--- src/hdl/imt_pkg.sv ---
// Purpose: Shared constants and types for the three-operand integer multiply unit
// Assumes: 32-bit APB data, register offsets are byte addresses
// Notes:   Flag layout mirrors the status word seen by software
package imt_pkg;

	// Instruction word layout
	localparam logic [2:0] PREFIX_CODE  = 3'h1;
	localparam logic [5:0] OPCODE_CODE  = 6'h0A;
	localparam int         PREFIX_MSB   = 31;
	localparam int         PREFIX_LSB   = 29;
	localparam int         OPCODE_MSB   = 28;
	localparam int         OPCODE_LSB   = 23;
	localparam int         MODE_MSB     = 22;
	localparam int         MODE_LSB     = 21;
	localparam int         DST_MSB      = 20;
	localparam int         DST_LSB      = 16;
	localparam int         FIRST_SOURCE_MSB     = 15;
	localparam int         FIRST_SOURCE_LSB     = 8;
	localparam int         SECOND_SOURCE_MSB     = 7;
	localparam int         SECOND_SOURCE_LSB     = 0;

	// Operand, product and result widths; register count and last register numbers
	localparam int         OPND_W       = 24;
	localparam int         PROD_W       = 48;
	localparam int         RES_W        = 32;
	localparam int         NUM_REGS     = 28;
	localparam logic [4:0] LAST_REG     = 5'h1B;
	localparam logic [4:0] LAST_XP_REG  = 5'h07;

	// Indirect displacement selector codes (upper two bits of the modifier)
	localparam logic [1:0] DISP_ONE     = 2'h0;
	localparam logic [1:0] DISP_INDEX0  = 2'h1;
	localparam logic [1:0] DISP_INDEX1  = 2'h2;
	localparam logic [1:0] DISP_ZERO    = 2'h3;

	// Saturation values
	localparam logic [31:0] MOST_POS    = 32'h7FFFFFFF;
	localparam logic [31:0] MOST_NEG    = 32'h80000000;

	// Register offsets
	localparam logic [11:0] OFS_INSTR     = 12'h000;
	localparam logic [11:0] OFS_FLAGS     = 12'h004;
	localparam logic [11:0] OFS_IND_DATA1 = 12'h008;
	localparam logic [11:0] OFS_IND_DATA2 = 12'h00C;
	localparam logic [11:0] OFS_INDEX0    = 12'h010;
	localparam logic [11:0] OFS_INDEX1    = 12'h014;
	localparam logic [11:0] OFS_RF_INDEX  = 12'h018;
	localparam logic [11:0] OFS_RF_DATA   = 12'h01C;
	localparam logic [11:0] OFS_RESULT    = 12'h020;
	localparam logic [11:0] OFS_ENGINE    = 12'h024;
	localparam logic [11:0] OFS_DISP1     = 12'h028;
	localparam logic [11:0] OFS_DISP2     = 12'h02C;
	localparam logic [11:0] OFS_IRQ_STAT  = 12'h030;
	localparam logic [11:0] OFS_IRQ_MASK  = 12'h034;

	// Flag register bit positions
	localparam int FLG_CARRY     = 0;
	localparam int FLG_OVF       = 1;
	localparam int FLG_ZERO      = 2;
	localparam int FLG_NEG       = 3;
	localparam int FLG_UNF       = 4;
	localparam int FLG_STICKY_OV = 5;
	localparam int FLG_STICKY_UF = 6;
	localparam int FLG_OVM       = 7;

	// Interrupt status bit positions
	localparam int IRQ_DONE    = 0;
	localparam int IRQ_OVF     = 1;
	localparam int IRQ_ILLEGAL = 2;

	// Reset values
	localparam logic [7:0]  FLAGS_RESET = 8'h00;
	localparam logic [2:0]  IRQ_RESET   = 3'h0;
	localparam logic [31:0] WORD_RESET  = 32'h00000000;

	typedef enum logic [1:0] {
		ST_IDLE,
		ST_READ1,
		ST_READ2,
		ST_EXEC
	} imt_state_type;

endpackage : imt_pkg

--- src/hdl/imt_regfile.sv ---
// Purpose: Register file holding the CPU registers seen by the multiply unit
// Assumes: One read port, one write port, single clock
// Notes:   Read data appear one cycle after the read enable
`timescale 1ns/1ps
module imt_regfile #(
	parameter int WIDTH = 32,
	parameter int DEPTH = 28,
	parameter int AW    = 5
) (
	input  wire logic             pclk,
	input  wire logic             presetn,
	input  wire logic             rd_en,
	input  wire logic [AW-1:0]    rd_addr,
	output logic      [WIDTH-1:0] rd_data_ff,
	input  wire logic             wr_en,
	input  wire logic [AW-1:0]    wr_addr,
	input  wire logic [WIDTH-1:0] wr_data
);

	logic [WIDTH-1:0] mem [DEPTH];

	// Storage array has no reset so it can map onto memory cells
	always_ff @(posedge pclk) begin
		if (wr_en && (int'(wr_addr) < DEPTH)) begin
			mem[wr_addr] <= wr_data;
		end
	end

	// Registered read; out-of-range addresses read as zero
	always_ff @(posedge pclk or negedge presetn) begin
		if (!presetn) begin
			rd_data_ff <= '0;
		end else if (rd_en) begin
			rd_data_ff <= (int'(rd_addr) < DEPTH) ? mem[rd_addr] : '0;
		end
	end

endmodule : imt_regfile

--- src/hdl/imt_int_multiply_three_op.sv ---
// Purpose: Three-operand 24x24 signed integer multiply unit with flags, behind APB
// Assumes: Single clock pclk, asynchronous active-low reset presetn
// Notes:   Indirect operand values are supplied by software in IND_DATA registers
`timescale 1ns/1ps
module imt_int_multiply_three_op #(
	parameter int ADDR_W = 12
) (
	input  wire logic              pclk,
	input  wire logic              presetn,
	input  wire logic              psel,
	input  wire logic              penable,
	input  wire logic              pwrite,
	input  wire logic [ADDR_W-1:0] paddr,
	input  wire logic [31:0]       pwdata,
	output logic      [31:0]       prdata_ff,
	output logic                   pready_ff,
	output logic                   pslverr_ff,
	output logic                   irq_ff
);

	imt_pkg::imt_state_type state_ff;

	logic [31:0] instr_ff;
	logic [31:0] ind1_ff;
	logic [31:0] ind2_ff;
	logic [31:0] index0_ff;
	logic [31:0] index1_ff;
	logic [4:0]  rf_index_ff;
	logic [31:0] result_ff;
	logic [31:0] op1_ff;
	logic [7:0]  flags_ff;
	logic [2:0]  irq_stat_ff;
	logic [2:0]  irq_mask_ff;
	logic        rf_wait_ff;
	logic        last_ovf_ff;

	logic [7:0]  nxt_flags;
	logic [2:0]  nxt_irq_stat;
	logic [31:0] nxt_rdata;
	logic [11:0] ofs;
	logic        access;
	logic        xfer_done;
	logic        mapped;
	logic        blocked;
	logic        sw_rf_issue;
	logic        sw_rf_write;
	logic        start_req;
	logic        instr_legal;
	logic        rf_rd_en;
	logic [4:0]  rf_rd_addr;
	logic [31:0] rf_rdata;
	logic        rf_wr_en;
	logic [4:0]  rf_wr_addr;
	logic [31:0] rf_wr_data;
	logic [31:0] op2_word;
	logic signed [23:0] opnd_a;
	logic signed [23:0] opnd_b;
	logic signed [47:0] product;
	logic        ovf;
	logic [31:0] wr_val;
	logic        exec;
	logic        flag_upd;
	logic [2:0]  events;

	// Instruction field views
	logic [1:0]  mode;
	logic [4:0]  dst;
	logic [7:0]  first_source;
	logic [7:0]  second_source;

	// Indirect selection for one source: bit 0 of the mode for the first, bit 1 for the second
	function automatic logic src_indirect(input logic [1:0] m, input logic second);
		src_indirect = second ? m[1] : m[0];
	endfunction : src_indirect

	// Displacement an indirect source field asks for: one, index 0, index 1 or zero
	function automatic logic [31:0] disp_value(input logic [7:0] f, input logic [31:0] ix0,
		input logic [31:0] ix1);
		unique case (f[7:6])
			imt_pkg::DISP_ONE:    disp_value = 32'h00000001;
			imt_pkg::DISP_INDEX0: disp_value = ix0;
			imt_pkg::DISP_INDEX1: disp_value = ix1;
			imt_pkg::DISP_ZERO:   disp_value = 32'h00000000;
		endcase
	endfunction : disp_value

	// A register source must name one of the implemented registers
	function automatic logic reg_ok(input logic [7:0] f);
		reg_ok = (f[7:5] == 3'h0) && (f[4:0] <= imt_pkg::LAST_REG);
	endfunction : reg_ok

	// Field extraction from the latched instruction
	assign mode = instr_ff[imt_pkg::MODE_MSB:imt_pkg::MODE_LSB];
	assign dst  = instr_ff[imt_pkg::DST_MSB:imt_pkg::DST_LSB];
	assign first_source = instr_ff[imt_pkg::FIRST_SOURCE_MSB:imt_pkg::FIRST_SOURCE_LSB];
	assign second_source = instr_ff[imt_pkg::SECOND_SOURCE_MSB:imt_pkg::SECOND_SOURCE_LSB];

	// Bus decode
	assign ofs       = 12'(paddr);
	assign access    = psel && penable;
	assign xfer_done = access && pready_ff;
	assign mapped    = (ofs <= imt_pkg::OFS_IRQ_MASK) && (ofs[1:0] == 2'h0);

	// Instruction writes and register-file accesses stall while the engine runs
	assign blocked = ((ofs == imt_pkg::OFS_INSTR) && pwrite && (state_ff != imt_pkg::ST_IDLE))
		|| ((ofs == imt_pkg::OFS_RF_DATA) && (state_ff != imt_pkg::ST_IDLE));

	assign sw_rf_issue = access && !pready_ff && !pwrite && !rf_wait_ff && !blocked
		&& (ofs == imt_pkg::OFS_RF_DATA);
	assign sw_rf_write = xfer_done && pwrite && (ofs == imt_pkg::OFS_RF_DATA);
	assign start_req   = xfer_done && pwrite && (ofs == imt_pkg::OFS_INSTR);

	// Legality of a freshly written instruction word
	assign instr_legal =
		(pwdata[imt_pkg::PREFIX_MSB:imt_pkg::PREFIX_LSB] == imt_pkg::PREFIX_CODE)
		&& (pwdata[imt_pkg::OPCODE_MSB:imt_pkg::OPCODE_LSB] == imt_pkg::OPCODE_CODE)
		&& (pwdata[imt_pkg::DST_MSB:imt_pkg::DST_LSB] <= imt_pkg::LAST_REG)
		&& (src_indirect(pwdata[imt_pkg::MODE_MSB:imt_pkg::MODE_LSB], 1'b0)
			|| reg_ok(pwdata[imt_pkg::FIRST_SOURCE_MSB:imt_pkg::FIRST_SOURCE_LSB]))
		&& (src_indirect(pwdata[imt_pkg::MODE_MSB:imt_pkg::MODE_LSB], 1'b1)
			|| reg_ok(pwdata[imt_pkg::SECOND_SOURCE_MSB:imt_pkg::SECOND_SOURCE_LSB]));

	// Engine sequence: fetch first source, fetch second, execute
	always_ff @(posedge pclk or negedge presetn) begin
		if (!presetn) begin
			state_ff <= imt_pkg::ST_IDLE;
		end else begin
			unique case (state_ff)
				imt_pkg::ST_IDLE:  if (start_req && instr_legal) state_ff <= imt_pkg::ST_READ1;
				imt_pkg::ST_READ1: state_ff <= imt_pkg::ST_READ2;
				imt_pkg::ST_READ2: state_ff <= imt_pkg::ST_EXEC;
				imt_pkg::ST_EXEC:  state_ff <= imt_pkg::ST_IDLE;
			endcase
		end
	end

	// Register file port sharing; software only gets it while idle
	assign rf_rd_en   = (state_ff == imt_pkg::ST_READ1) || (state_ff == imt_pkg::ST_READ2)
		|| sw_rf_issue;
	assign rf_rd_addr = (state_ff == imt_pkg::ST_READ1) ? first_source[4:0] :
		(state_ff == imt_pkg::ST_READ2) ? second_source[4:0] : rf_index_ff;
	assign exec       = (state_ff == imt_pkg::ST_EXEC);
	assign rf_wr_en   = exec || sw_rf_write;
	assign rf_wr_addr = exec ? dst : rf_index_ff;
	assign rf_wr_data = exec ? wr_val : pwdata;

	imt_regfile #(
		.WIDTH (32),
		.DEPTH (imt_pkg::NUM_REGS),
		.AW    (5)
	) u_regfile (
		.pclk       (pclk),
		.presetn    (presetn),
		.rd_en      (rf_rd_en),
		.rd_addr    (rf_rd_addr),
		.rd_data_ff (rf_rdata),
		.wr_en      (rf_wr_en),
		.wr_addr    (rf_wr_addr),
		.wr_data    (rf_wr_data)
	);

	// Capture the first operand once its read data are out
	always_ff @(posedge pclk or negedge presetn) begin
		if (!presetn) begin
			op1_ff <= imt_pkg::WORD_RESET;
		end else if (state_ff == imt_pkg::ST_READ2) begin
			op1_ff <= src_indirect(mode, 1'b0) ? ind1_ff : rf_rdata;
		end
	end

	// Datapath; upper source bits are dropped before the signed multiply
	assign op2_word = src_indirect(mode, 1'b1) ? ind2_ff : rf_rdata;
	assign opnd_a   = op1_ff[imt_pkg::OPND_W-1:0];
	assign opnd_b   = op2_word[imt_pkg::OPND_W-1:0];
	assign product  = opnd_a * opnd_b;
	assign ovf      = |(product[imt_pkg::PROD_W-1:imt_pkg::RES_W]
		^ {16{product[imt_pkg::RES_W-1]}});
	// Saturation picks its extreme from the untruncated product sign
	assign wr_val   = (ovf && flags_ff[imt_pkg::FLG_OVM])
		? (product[imt_pkg::PROD_W-1] ? imt_pkg::MOST_NEG : imt_pkg::MOST_POS)
		: product[imt_pkg::RES_W-1:0];
	assign flag_upd = exec && (dst <= imt_pkg::LAST_XP_REG);

	// Flags: software write first, then the engine's update on top
	always_comb begin
		nxt_flags = flags_ff;
		if (xfer_done && pwrite && (ofs == imt_pkg::OFS_FLAGS)) begin
			nxt_flags = pwdata[7:0];
		end
		if (flag_upd) begin
			nxt_flags[imt_pkg::FLG_OVF]       = ovf;
			nxt_flags[imt_pkg::FLG_STICKY_OV] = flags_ff[imt_pkg::FLG_STICKY_OV] | ovf;
			nxt_flags[imt_pkg::FLG_NEG]       = wr_val[imt_pkg::RES_W-1];
			nxt_flags[imt_pkg::FLG_ZERO]      = (wr_val == 32'h00000000);
			nxt_flags[imt_pkg::FLG_UNF]       = 1'b0;
		end
	end

	always_ff @(posedge pclk or negedge presetn) begin
		if (!presetn) begin
			flags_ff <= imt_pkg::FLAGS_RESET;
		end else begin
			flags_ff <= nxt_flags;
		end
	end

	// Result and last-overflow bookkeeping
	always_ff @(posedge pclk or negedge presetn) begin
		if (!presetn) begin
			result_ff   <= imt_pkg::WORD_RESET;
			last_ovf_ff <= 1'b0;
		end else if (exec) begin
			result_ff   <= wr_val;
			last_ovf_ff <= ovf;
		end
	end

	// Software-owned operand and control registers
	always_ff @(posedge pclk or negedge presetn) begin
		if (!presetn) begin
			instr_ff    <= imt_pkg::WORD_RESET;
			ind1_ff     <= imt_pkg::WORD_RESET;
			ind2_ff     <= imt_pkg::WORD_RESET;
			index0_ff   <= imt_pkg::WORD_RESET;
			index1_ff   <= imt_pkg::WORD_RESET;
			rf_index_ff <= 5'h00;
			irq_mask_ff <= imt_pkg::IRQ_RESET;
		end else if (xfer_done && pwrite) begin
			unique case (ofs)
				imt_pkg::OFS_INSTR:     instr_ff    <= pwdata;
				imt_pkg::OFS_IND_DATA1: ind1_ff     <= pwdata;
				imt_pkg::OFS_IND_DATA2: ind2_ff     <= pwdata;
				imt_pkg::OFS_INDEX0:    index0_ff   <= pwdata;
				imt_pkg::OFS_INDEX1:    index1_ff   <= pwdata;
				imt_pkg::OFS_RF_INDEX:  rf_index_ff <= pwdata[4:0];
				imt_pkg::OFS_IRQ_MASK:  irq_mask_ff <= pwdata[2:0];
				default:                ;
			endcase
		end
	end

	// Sticky interrupt causes; a new event beats a simultaneous clear
	assign events[imt_pkg::IRQ_DONE]    = exec;
	assign events[imt_pkg::IRQ_OVF]     = exec && ovf;
	assign events[imt_pkg::IRQ_ILLEGAL] = start_req && !instr_legal;

	always_comb begin
		nxt_irq_stat = irq_stat_ff;
		if (xfer_done && pwrite && (ofs == imt_pkg::OFS_IRQ_STAT)) begin
			nxt_irq_stat = irq_stat_ff & ~pwdata[2:0];
		end
		nxt_irq_stat = nxt_irq_stat | events;
	end

	always_ff @(posedge pclk or negedge presetn) begin
		if (!presetn) begin
			irq_stat_ff <= imt_pkg::IRQ_RESET;
			irq_ff      <= 1'b0;
		end else begin
			irq_stat_ff <= nxt_irq_stat;
			irq_ff      <= |(nxt_irq_stat & irq_mask_ff);
		end
	end

	// Read data selection
	always_comb begin
		nxt_rdata = 32'h00000000;
		unique case (ofs)
			imt_pkg::OFS_INSTR:     nxt_rdata = instr_ff;
			imt_pkg::OFS_FLAGS:     nxt_rdata = {24'h000000, flags_ff};
			imt_pkg::OFS_IND_DATA1: nxt_rdata = ind1_ff;
			imt_pkg::OFS_IND_DATA2: nxt_rdata = ind2_ff;
			imt_pkg::OFS_INDEX0:    nxt_rdata = index0_ff;
			imt_pkg::OFS_INDEX1:    nxt_rdata = index1_ff;
			imt_pkg::OFS_RF_INDEX:  nxt_rdata = {27'h0000000, rf_index_ff};
			imt_pkg::OFS_RF_DATA:   nxt_rdata = rf_rdata;
			imt_pkg::OFS_RESULT:    nxt_rdata = result_ff;
			imt_pkg::OFS_ENGINE:    nxt_rdata = {30'h00000000, last_ovf_ff,
				(state_ff != imt_pkg::ST_IDLE)};
			imt_pkg::OFS_DISP1:     nxt_rdata = src_indirect(mode, 1'b0)
				? disp_value(first_source, index0_ff, index1_ff) : 32'h00000000;
			imt_pkg::OFS_DISP2:     nxt_rdata = src_indirect(mode, 1'b1)
				? disp_value(second_source, index0_ff, index1_ff) : 32'h00000000;
			imt_pkg::OFS_IRQ_STAT:  nxt_rdata = {29'h00000000, irq_stat_ff};
			imt_pkg::OFS_IRQ_MASK:  nxt_rdata = {29'h00000000, irq_mask_ff};
			default:                nxt_rdata = 32'h00000000;
		endcase
	end

	// Software register-file read waits one cycle for the registered read port
	always_ff @(posedge pclk or negedge presetn) begin
		if (!presetn) begin
			rf_wait_ff <= 1'b0;
		end else if (xfer_done) begin
			rf_wait_ff <= 1'b0;
		end else if (sw_rf_issue) begin
			rf_wait_ff <= 1'b1;
		end
	end

	// Answer: pready one cycle, with data and error; unmapped answers at once
	always_ff @(posedge pclk or negedge presetn) begin
		if (!presetn) begin
			pready_ff  <= 1'b0;
			pslverr_ff <= 1'b0;
			prdata_ff  <= imt_pkg::WORD_RESET;
		end else if (pready_ff) begin
			pready_ff  <= 1'b0;
			pslverr_ff <= 1'b0;
			prdata_ff  <= imt_pkg::WORD_RESET;
		end else if (access && !mapped) begin
			pready_ff  <= 1'b1;
			pslverr_ff <= 1'b1;
			prdata_ff  <= imt_pkg::WORD_RESET;
		end else if (access && !blocked && (pwrite || (ofs != imt_pkg::OFS_RF_DATA)
			|| rf_wait_ff)) begin
			pready_ff  <= 1'b1;
			pslverr_ff <= 1'b0;
			prdata_ff  <= pwrite ? imt_pkg::WORD_RESET : nxt_rdata;
		end
	end

endmodule : imt_int_multiply_three_op

--- config.mk ---
export PLATFORM = sky130hd
export DESIGN_NAME = imt_int_multiply_three_op
export DESIGN_NICKNAME = d
export VERILOG_FILES = /design/src/hdl/imt_pkg.sv /design/src/hdl/imt_regfile.sv /design/src/hdl/imt_int_multiply_three_op.sv
export SDC_FILE = /design/constraint.sdc
export NUM_CORES = 2
export LEC_CHECK = 0
export ABC_AREA = 1
export BUFFER_PORTS_ARGS = -buffer_cell sky130_fd_sc_hd__buf_2
export CAP_MARGIN = 25
export CORE_MARGIN = 2
export CORE_UTILIZATION = 50
export CTS_CLUSTER_SIZE = 14
export DETAILED_ROUTE_END_ITERATION = 6
export GPL_TIMING_DRIVEN = 0
export MAX_ROUTING_LAYER = met4
export PLACE_DENSITY = 0.72
export SKIP_CTS_REPAIR_TIMING = 1
export SLEW_MARGIN = 30
export SYNTH_ARGS = -nofsm -noshare
export SYNTH_HDL_FRONTEND = slang
export SYNTH_HIERARCHICAL = 1
export SYNTH_SLANG_ARGS = --single-unit
--- constraint.sdc ---
create_clock -name pclk -period 11 [get_ports pclk]
set_input_delay 0 -clock pclk [delete_from_list [all_inputs] [get_ports pclk]]
set_output_delay 0 -clock pclk [all_outputs]
set_load 0.02 [all_outputs]
Yosys cells after proc, flatten, opt, wreduce, memory -nomap -nowiden. Memory sizes are Yosys's and may differ from the RTL's. Index checks and enable logic that the tools add are counted. Widths: inputs -> output; s select.

Equal/unequal tests: 26. $mul: 1. Bitwise operators: 6. Reductions and logical operators: 66. Mux-type cells: 33. Magnitude comparators: 7.

Operators by type and width (number): $pmux 32 s14 (1); $mux 32 (10); $pmux 32 s4 (2); $eq 12x6->1 const B (6); $eq 12x5->1 const B (4); $mul 24x24->48 (1); $mux 24 (2); $logic_not 32->1 (1); $logic_and 1x1->1 (31); $eq 12x4->1 const B (2); $mux 5 (4); $reduce_or 16->1 (1); $xor 16x16->16 (1); $le 5x5->1 const B (3); $reduce_and 2->1 (7); $eq 12x3->1 const B (1); $eq 2x2->1 const B (6); $le 12x6->1 const B (1); $logic_not 12->1 (1); $ne 12x5->1 const B (1); $lt 5x5->1 const B (2); $mux 1 (10); $logic_not 2->1 (4); $logic_or 1x1->1 (8); 18 further kinds (29).

Bits in writable memories: 896. Word-level logic and storage cells: 160. Memories: 1. Bits of input ports: 49. Register bits: 306.

Memory list: u_regfile.mem (words 28, width 32, rd ports 1, clocked after Yosys merged registers in 0, wr ports 1, RTL line imt_regfile.sv:20) `logic [WIDTH-1:0] mem [DEPTH];`.

Depth between registers and ports, before layout.
Depth after elaboration: 10. Gate-level depth with buffers: 50. Mapped depth without buffers: 47.

Cells and area by module. Netlist, hierarchy kept.

Modules (own cells, without submodules): imt_regfile (area each 38130.3 µm², times used 1, cells each 3323); imt_int_multiply_three_op (area each 36816.6 µm², times used 1, cells each 4769).

Worst setup path before layout. OpenSTA, ideal clock, no wires.

Kind: register to register. From: reg instr_ff[22]. To: mem u_regfile.mem[0][31], data pin. Library setup time: 0.423 ns. Clock period less this slack: 8.833 ns. Arrival: 8.410 ns. Stages on the path, launching flop included: 41. Setup slack: 2.167 ns. Data required time: 10.577 ns. Buffers on the path: 5. Cells stage by stage: dfrtp_1 -> clkbuf_1 -> clkbuf_1 -> nand2_1 -> o21ai_1 -> clkbuf_1 -> nor2_1 -> fa_1 -> inv_1 -> fa_1 -> inv_1 -> fa_1 -> inv_1 -> fa_1 -> fa_1 -> inv_1 -> fa_1 -> inv_1 -> [5 not listed] -> inv_1 -> nor2_1 -> nand2_1 -> nor2_1 -> nand2_1 -> nand3_1 -> nand2_1 -> nand3_1 -> nand2_1 -> nor2_1 -> nand2_1 -> nor2_2 -> nand2_4 -> nand3_2 -> buf_6 -> buf_4 -> nand3_1 -> o21ai_0.

Longest elaborated chain between the ends: 7. Elaborated cells on any way between the ends: 8. Those cells by class: mul (1); mux (4); bitwise (1); reduce/logical (2).

Ends and longest elaborated chain: start, declared (RTL line imt_int_multiply_three_op.sv:23) `logic [31:0] instr_ff;`; start signal, assigned (RTL line imt_int_multiply_three_op.sv:221) `instr_ff <= imt_pkg::WORD_RESET;`; start signal, assigned (RTL line imt_int_multiply_three_op.sv:230) `imt_pkg::OFS_INSTR: instr_ff <= pwdata;`; $mux 24 * (RTL line imt_int_multiply_three_op.sv:172) `assign op2_word = src_indirect(mode, 1'b1) ? ind2_ff : rf_rdata;`; $mul 24x24->48 * (RTL line imt_int_multiply_three_op.sv:175) `assign product = opnd_a * opnd_b;`; $xor 16x16->16 (RTL line imt_int_multiply_three_op.sv:177) `^ {16{product[imt_pkg::RES_W-1]}});`; $reduce_or 16->1 (RTL line imt_int_multiply_three_op.sv:176) `assign ovf = |(product[imt_pkg::PROD_W-1:imt_pkg::RES_W]`; $logic_and 1x1->1 (RTL line imt_int_multiply_three_op.sv:179) `assign wr_val = (ovf && flags_ff[imt_pkg::FLG_OVM])`; $mux 32 * (RTL line imt_int_multiply_three_op.sv:180) `? (product[imt_pkg::PROD_W-1] ? imt_pkg::MOST_NEG : imt_pkg::MOST_POS)`; $mux 32 * (RTL line imt_int_multiply_three_op.sv:145) `assign rf_wr_data = exec ? wr_val : pwdata;`; net rf_wr_data[31] (RTL line imt_int_multiply_three_op.sv:54) `logic [31:0] rf_wr_data;`; end, declared (RTL line imt_regfile.sv:20).

Mark *: on every way through the listed nets, which the timed path passes. The rest lies on a longest branch.

Worst setup path in the final report.
From: reg instr_ff[22]. To: mem u_regfile.mem[23][6], data pin.

The elaborated chain is that of the path after synthesis.

==> impl_summary.log <==
INFO  metric top_level_ports = 84
INFO  metric reg2reg_depth = 39
INFO  metric yosys.area.top_type_share = 0.359
INFO  metric clock_insertion_delay_worst_skew = around 0.76 ns
INFO  metric min-delay-path-class = primary input to register
INFO  metric setup-violations-final = 0
INFO  metric switching_power = ~2.5 mW
INFO  metric worst-slew-pin-transition = approximately 1.1 ns
INFO  metric start_util = 0.502
INFO  metric rows = 142
INFO  metric post_layout_nonfiller_instances = 10,522
INFO  metric path_clk_slew = approximately 0.07 ns
INFO  metric highest_layer_used_for_signal_routing = met4
INFO  metric synth_enable_flop_cells = between 800 and 900
INFO  metric count_of_routing_violations_after_the_opening_detailed_route_iteration = 7,125
INFO  metric period_share = 0.980
INFO  metric layout_cell_share_with_drive_strength_beyond_1 = 0.0763
INFO  metric full_die_area = ~150,000 sq um
INFO  metric globalRouteOverflowTotal = 0
INFO  metric chipWidth = ~400 um
INFO  metric critPathRequiredTime = ~11 ns
INFO  metric utilization = 0.565
INFO  metric hold_path_depth = 6
INFO  metric synth_top_flop_cell = edfxtp_1
INFO  metric met3_length = 27,400 um
INFO  metric final.min_clock_period = roughly 11 ns
INFO  metric grt_util_all_layers = 0.371
INFO  metric worst-setup-path-type = register to register
INFO  metric synth.largest_area_cell = edfxtp_1
INFO  metric area_fraction_in_compound_gates_after_synthesis = 0.0661
INFO  metric wl_met2 = about 130,000 um
INFO  metric synth-seq-cells = 1,202
INFO  metric place.detailed.hpwl = between 200,000 and 250,000 um
INFO  metric slowest_stage_delay_on_critical_path = between 0.7 and 0.8 ns
INFO  metric synthMuxAreaShare = 0
INFO  metric pre_cts_slack = -0.126 ns
INFO  metric route.antenna.remaining_nets = 0
INFO  metric worst_hold_slack = -0.0271 ns
INFO  metric grt_pass1_vias = approximately 60,000
INFO  metric area_growth_syn_to_layout = 12.7%
INFO  metric cts_buffer_count = 114
INFO  metric place_inst = a little over 10,000
INFO  metric power_density = 116 nW/um^2
INFO  metric drcViolationCount = 21
INFO  metric timing_max_transition_violations_final = 0
INFO  metric crit_slowest_cell = fa_1
INFO  metric clock.fmax = roughly 0.093 GHz
INFO  metric power.clock.fraction = 0.398
INFO  metric violations = DRC, hold timing
INFO  metric post_synth_inst_count = 8,092
INFO  metric power.share.switching = 0.255
INFO  metric cp_common_cell = inv_1
INFO  metric drt_pre_antenna_iters = 7
INFO  metric post_synth_and_or_nand_nor_area_fraction = 0.192
INFO  metric grt_pass1_wl = about 400,000 um
INFO  metric ctsHtreeMaxLevel = 3
INFO  metric synth_fa_ha_area_frac = 0.185
INFO  metric yosysWarnings = 6
INFO  metric postSynthNetCount = approximately 8,900
INFO  metric largest_buffer_count_on_any_clock_path = 3
INFO  metric synth_area_per_cell = around 9.3 sq um
INFO  metric placedInstanceArea = roughly 80,000 sq um
INFO  metric cellLeakagePower = 36.7 nW
INFO  metric irDropWorstVdd = 0.000176 V
INFO  metric route.detailed.vias_per_inst = roughly 5.8
INFO  metric yosys.cell_count.top_type = nand2_1
INFO  metric combinational_family_with_the_most_area_after_synthesis = simple AND/OR/NAND/NOR gates
INFO  metric post_synth_instance_area = approximately 75,000 sq um
INFO  metric routed_wirelength = 275,000 um
INFO  metric final-hold-violation-count = 5
INFO  metric max_cap_violations = 0
INFO  metric fin_ws = 0.225 ns
INFO  metric core_area = roughly 150,000 sq um
INFO  metric routed-via-count = just over 60,000
INFO  metric tightest_slew_margin_relative_to_the_limit = 0.248
INFO  metric gp_routability_congestion = around 1.1
INFO  metric cts_tree = done
INFO  metric power.share.sequential = 0.516
INFO  metric skew = around 0.05 ns
INFO  metric status = finished, violations left
INFO  metric synth_area_leaders = edfxtp_1, fa_1, dfrtp_1, nand2_1, inv_1
INFO  metric timing.critical_path.arrival = 11.26 ns
INFO  metric clockRootBuffer = clkbuf_16
INFO  metric final_std_cell_area_no_fill = about 84,000 sq um
INFO  metric ys_async_sr_fraction = 0.255
INFO  metric fill_cells = ~13,000
INFO  metric synth_xor_area_frac = 0.00397
INFO  metric synth.top_cells.by_count = nand2_1, inv_1, edfxtp_1
INFO  metric antenna_found_initial = 5
INFO  metric setup_total_negative_slack = 0 ns
INFO  metric end_kind = register
INFO  metric pin_count_of_the_biggest_net_entering_global_routing = 86
INFO  metric synth.lib_cells_used.distinct = 56
INFO  metric layout.nets = 9,203
INFO  metric wl_met1 = a little under 100,000 um
INFO  metric power_report.internal_total = ~7.3 mW
INFO  metric cts.sinks = 1,202
INFO  metric routed_wire_length_per_instance = 26.1 um
INFO  metric cp-start-kind = register
INFO  metric combPwrFrac = 0.087
INFO  metric max_fo_critical_path = 16
INFO  metric numPortBuffers = 83
INFO  metric yosysSeqAreaShare = 0.461
INFO  metric die-height = ~390 um
[through the flow]
step / total power, mW / hold slack, ns
final: 9.81 / -0.0271
after global routing: 10.0 / 0.00426
after CTS: 9.77 / -0.810
after detailed placement: 5.93 / -0.00960
after global placement: 5.88 / 0.269
after floorplan: 5.47 / -0.296
[worst max-delay path: cells and delay by family, from the launching register on]
family | cells | cell delay (ns)
adders and majority gates | 8 | 4.25
and+or+nand+nor | 15 | 2.69
buffers and inverters | 14 | 2.29
AOI/OAI and AO/OA | 2 | 0.68
DFF | 1 | 0.54
[state kept, by name (all words and copies together), names as in the netlist, 2 cells and up]
| signal | flops |
|---|---|
| flags_ff | 8 |
| index0_ff | 32 |
| index1_ff | 32 |
| prdata_ff | 32 |
| rf_index_ff | 5 |
| op1_ff | 24 |
| state_ff | 2 |
| irq_stat_ff | 3 |
| u_regfile/mem | 896 |
| ind1_ff | 32 |
| u_regfile/rd_data_ff | 32 |
| result_ff | 32 |
| instr_ff | 32 |
| irq_mask_ff | 3 |
| ind2_ff | 32 |
[cells in the final DEF (no fill, tap or decap), drive strengths merged, types with 5 or more instances in the layout]
cell type / count
or2: 26
nor2: 860
dfrtp: 306
fa: 607
o22ai: 108
clkinv: 63
o221ai: 8
clkinvlp: 5
diode: 5
xor2: 20
xnor2: 14
nand4: 44
nand2: 2001
a221oi: 38
o311ai: 15
a22o: 6
edfxtp: 896
o21ai: 544
o2111ai: 6
nor3: 17
o211ai: 45
dlygate4sd3: 48
a21oi: 78
bufinv: 7
nand3: 571
inv: 1302
buf: 315
o21a: 6
ha: 138
clkbuf: 384
[worst paths after layout]
path	start	endpoint	slack [ns]
min in group asynchronous	presetn	prdata_ff[19]	0.38
max in group asynchronous	presetn	op1_ff[6]	9.77
hold / removal	paddr[10]	rf_wait_ff	-0.03
setup / recovery	instr_ff[22]	u_regfile/mem[23][6]	0.22
setup reg to reg	instr_ff[22]	u_regfile/mem[23][6]	0.22
hold reg to reg	ind2_ff[3]	ind2_ff[3]	0.49
[layer usage]
layer | vias to the layer above | global-route usage
li1 | 26370 | -
met1 | 29934 | 0.448
met2 | 3483 | 0.575
met3 | 922 | 0.0686
met4 | 0 | 0.241
met5 | - | -
[cell families after synthesis]
logic type	after synthesis
AOI/OAI and AO/OA	868
DFF	1202
buffers and inverters	1715
adders and majority gates	745
and+or+nand+nor	3528
xor gates and xnor gates	34
[power by group through the flow]
stage               combinational [mW]  sequential, mW  clock, mW
finish                           0.850            5.06       3.90
global route                     0.896            5.05       4.10
CTS                              0.807            5.04       3.93
detailed placement               0.802            5.13          0
global placement                 0.737            5.14          0
floorplan                        0.419            5.05          0
[layout make-up]
class	count	area (sq um)	area share
timing repair buffer	204	2670	0.0316
tap	2016	2520	0.0299
multi-input combinational	5175	34200	0.404
sequential	1202	34600	0.409
clock inverter	56	539	0.00639
antenna	5	12.5	0.000148
clock buffer	152	3110	0.0368
buffer	391	1900	0.0225
inverter	1321	4970	0.0589
Note: power is estimated with default switching activity, not from simulation.
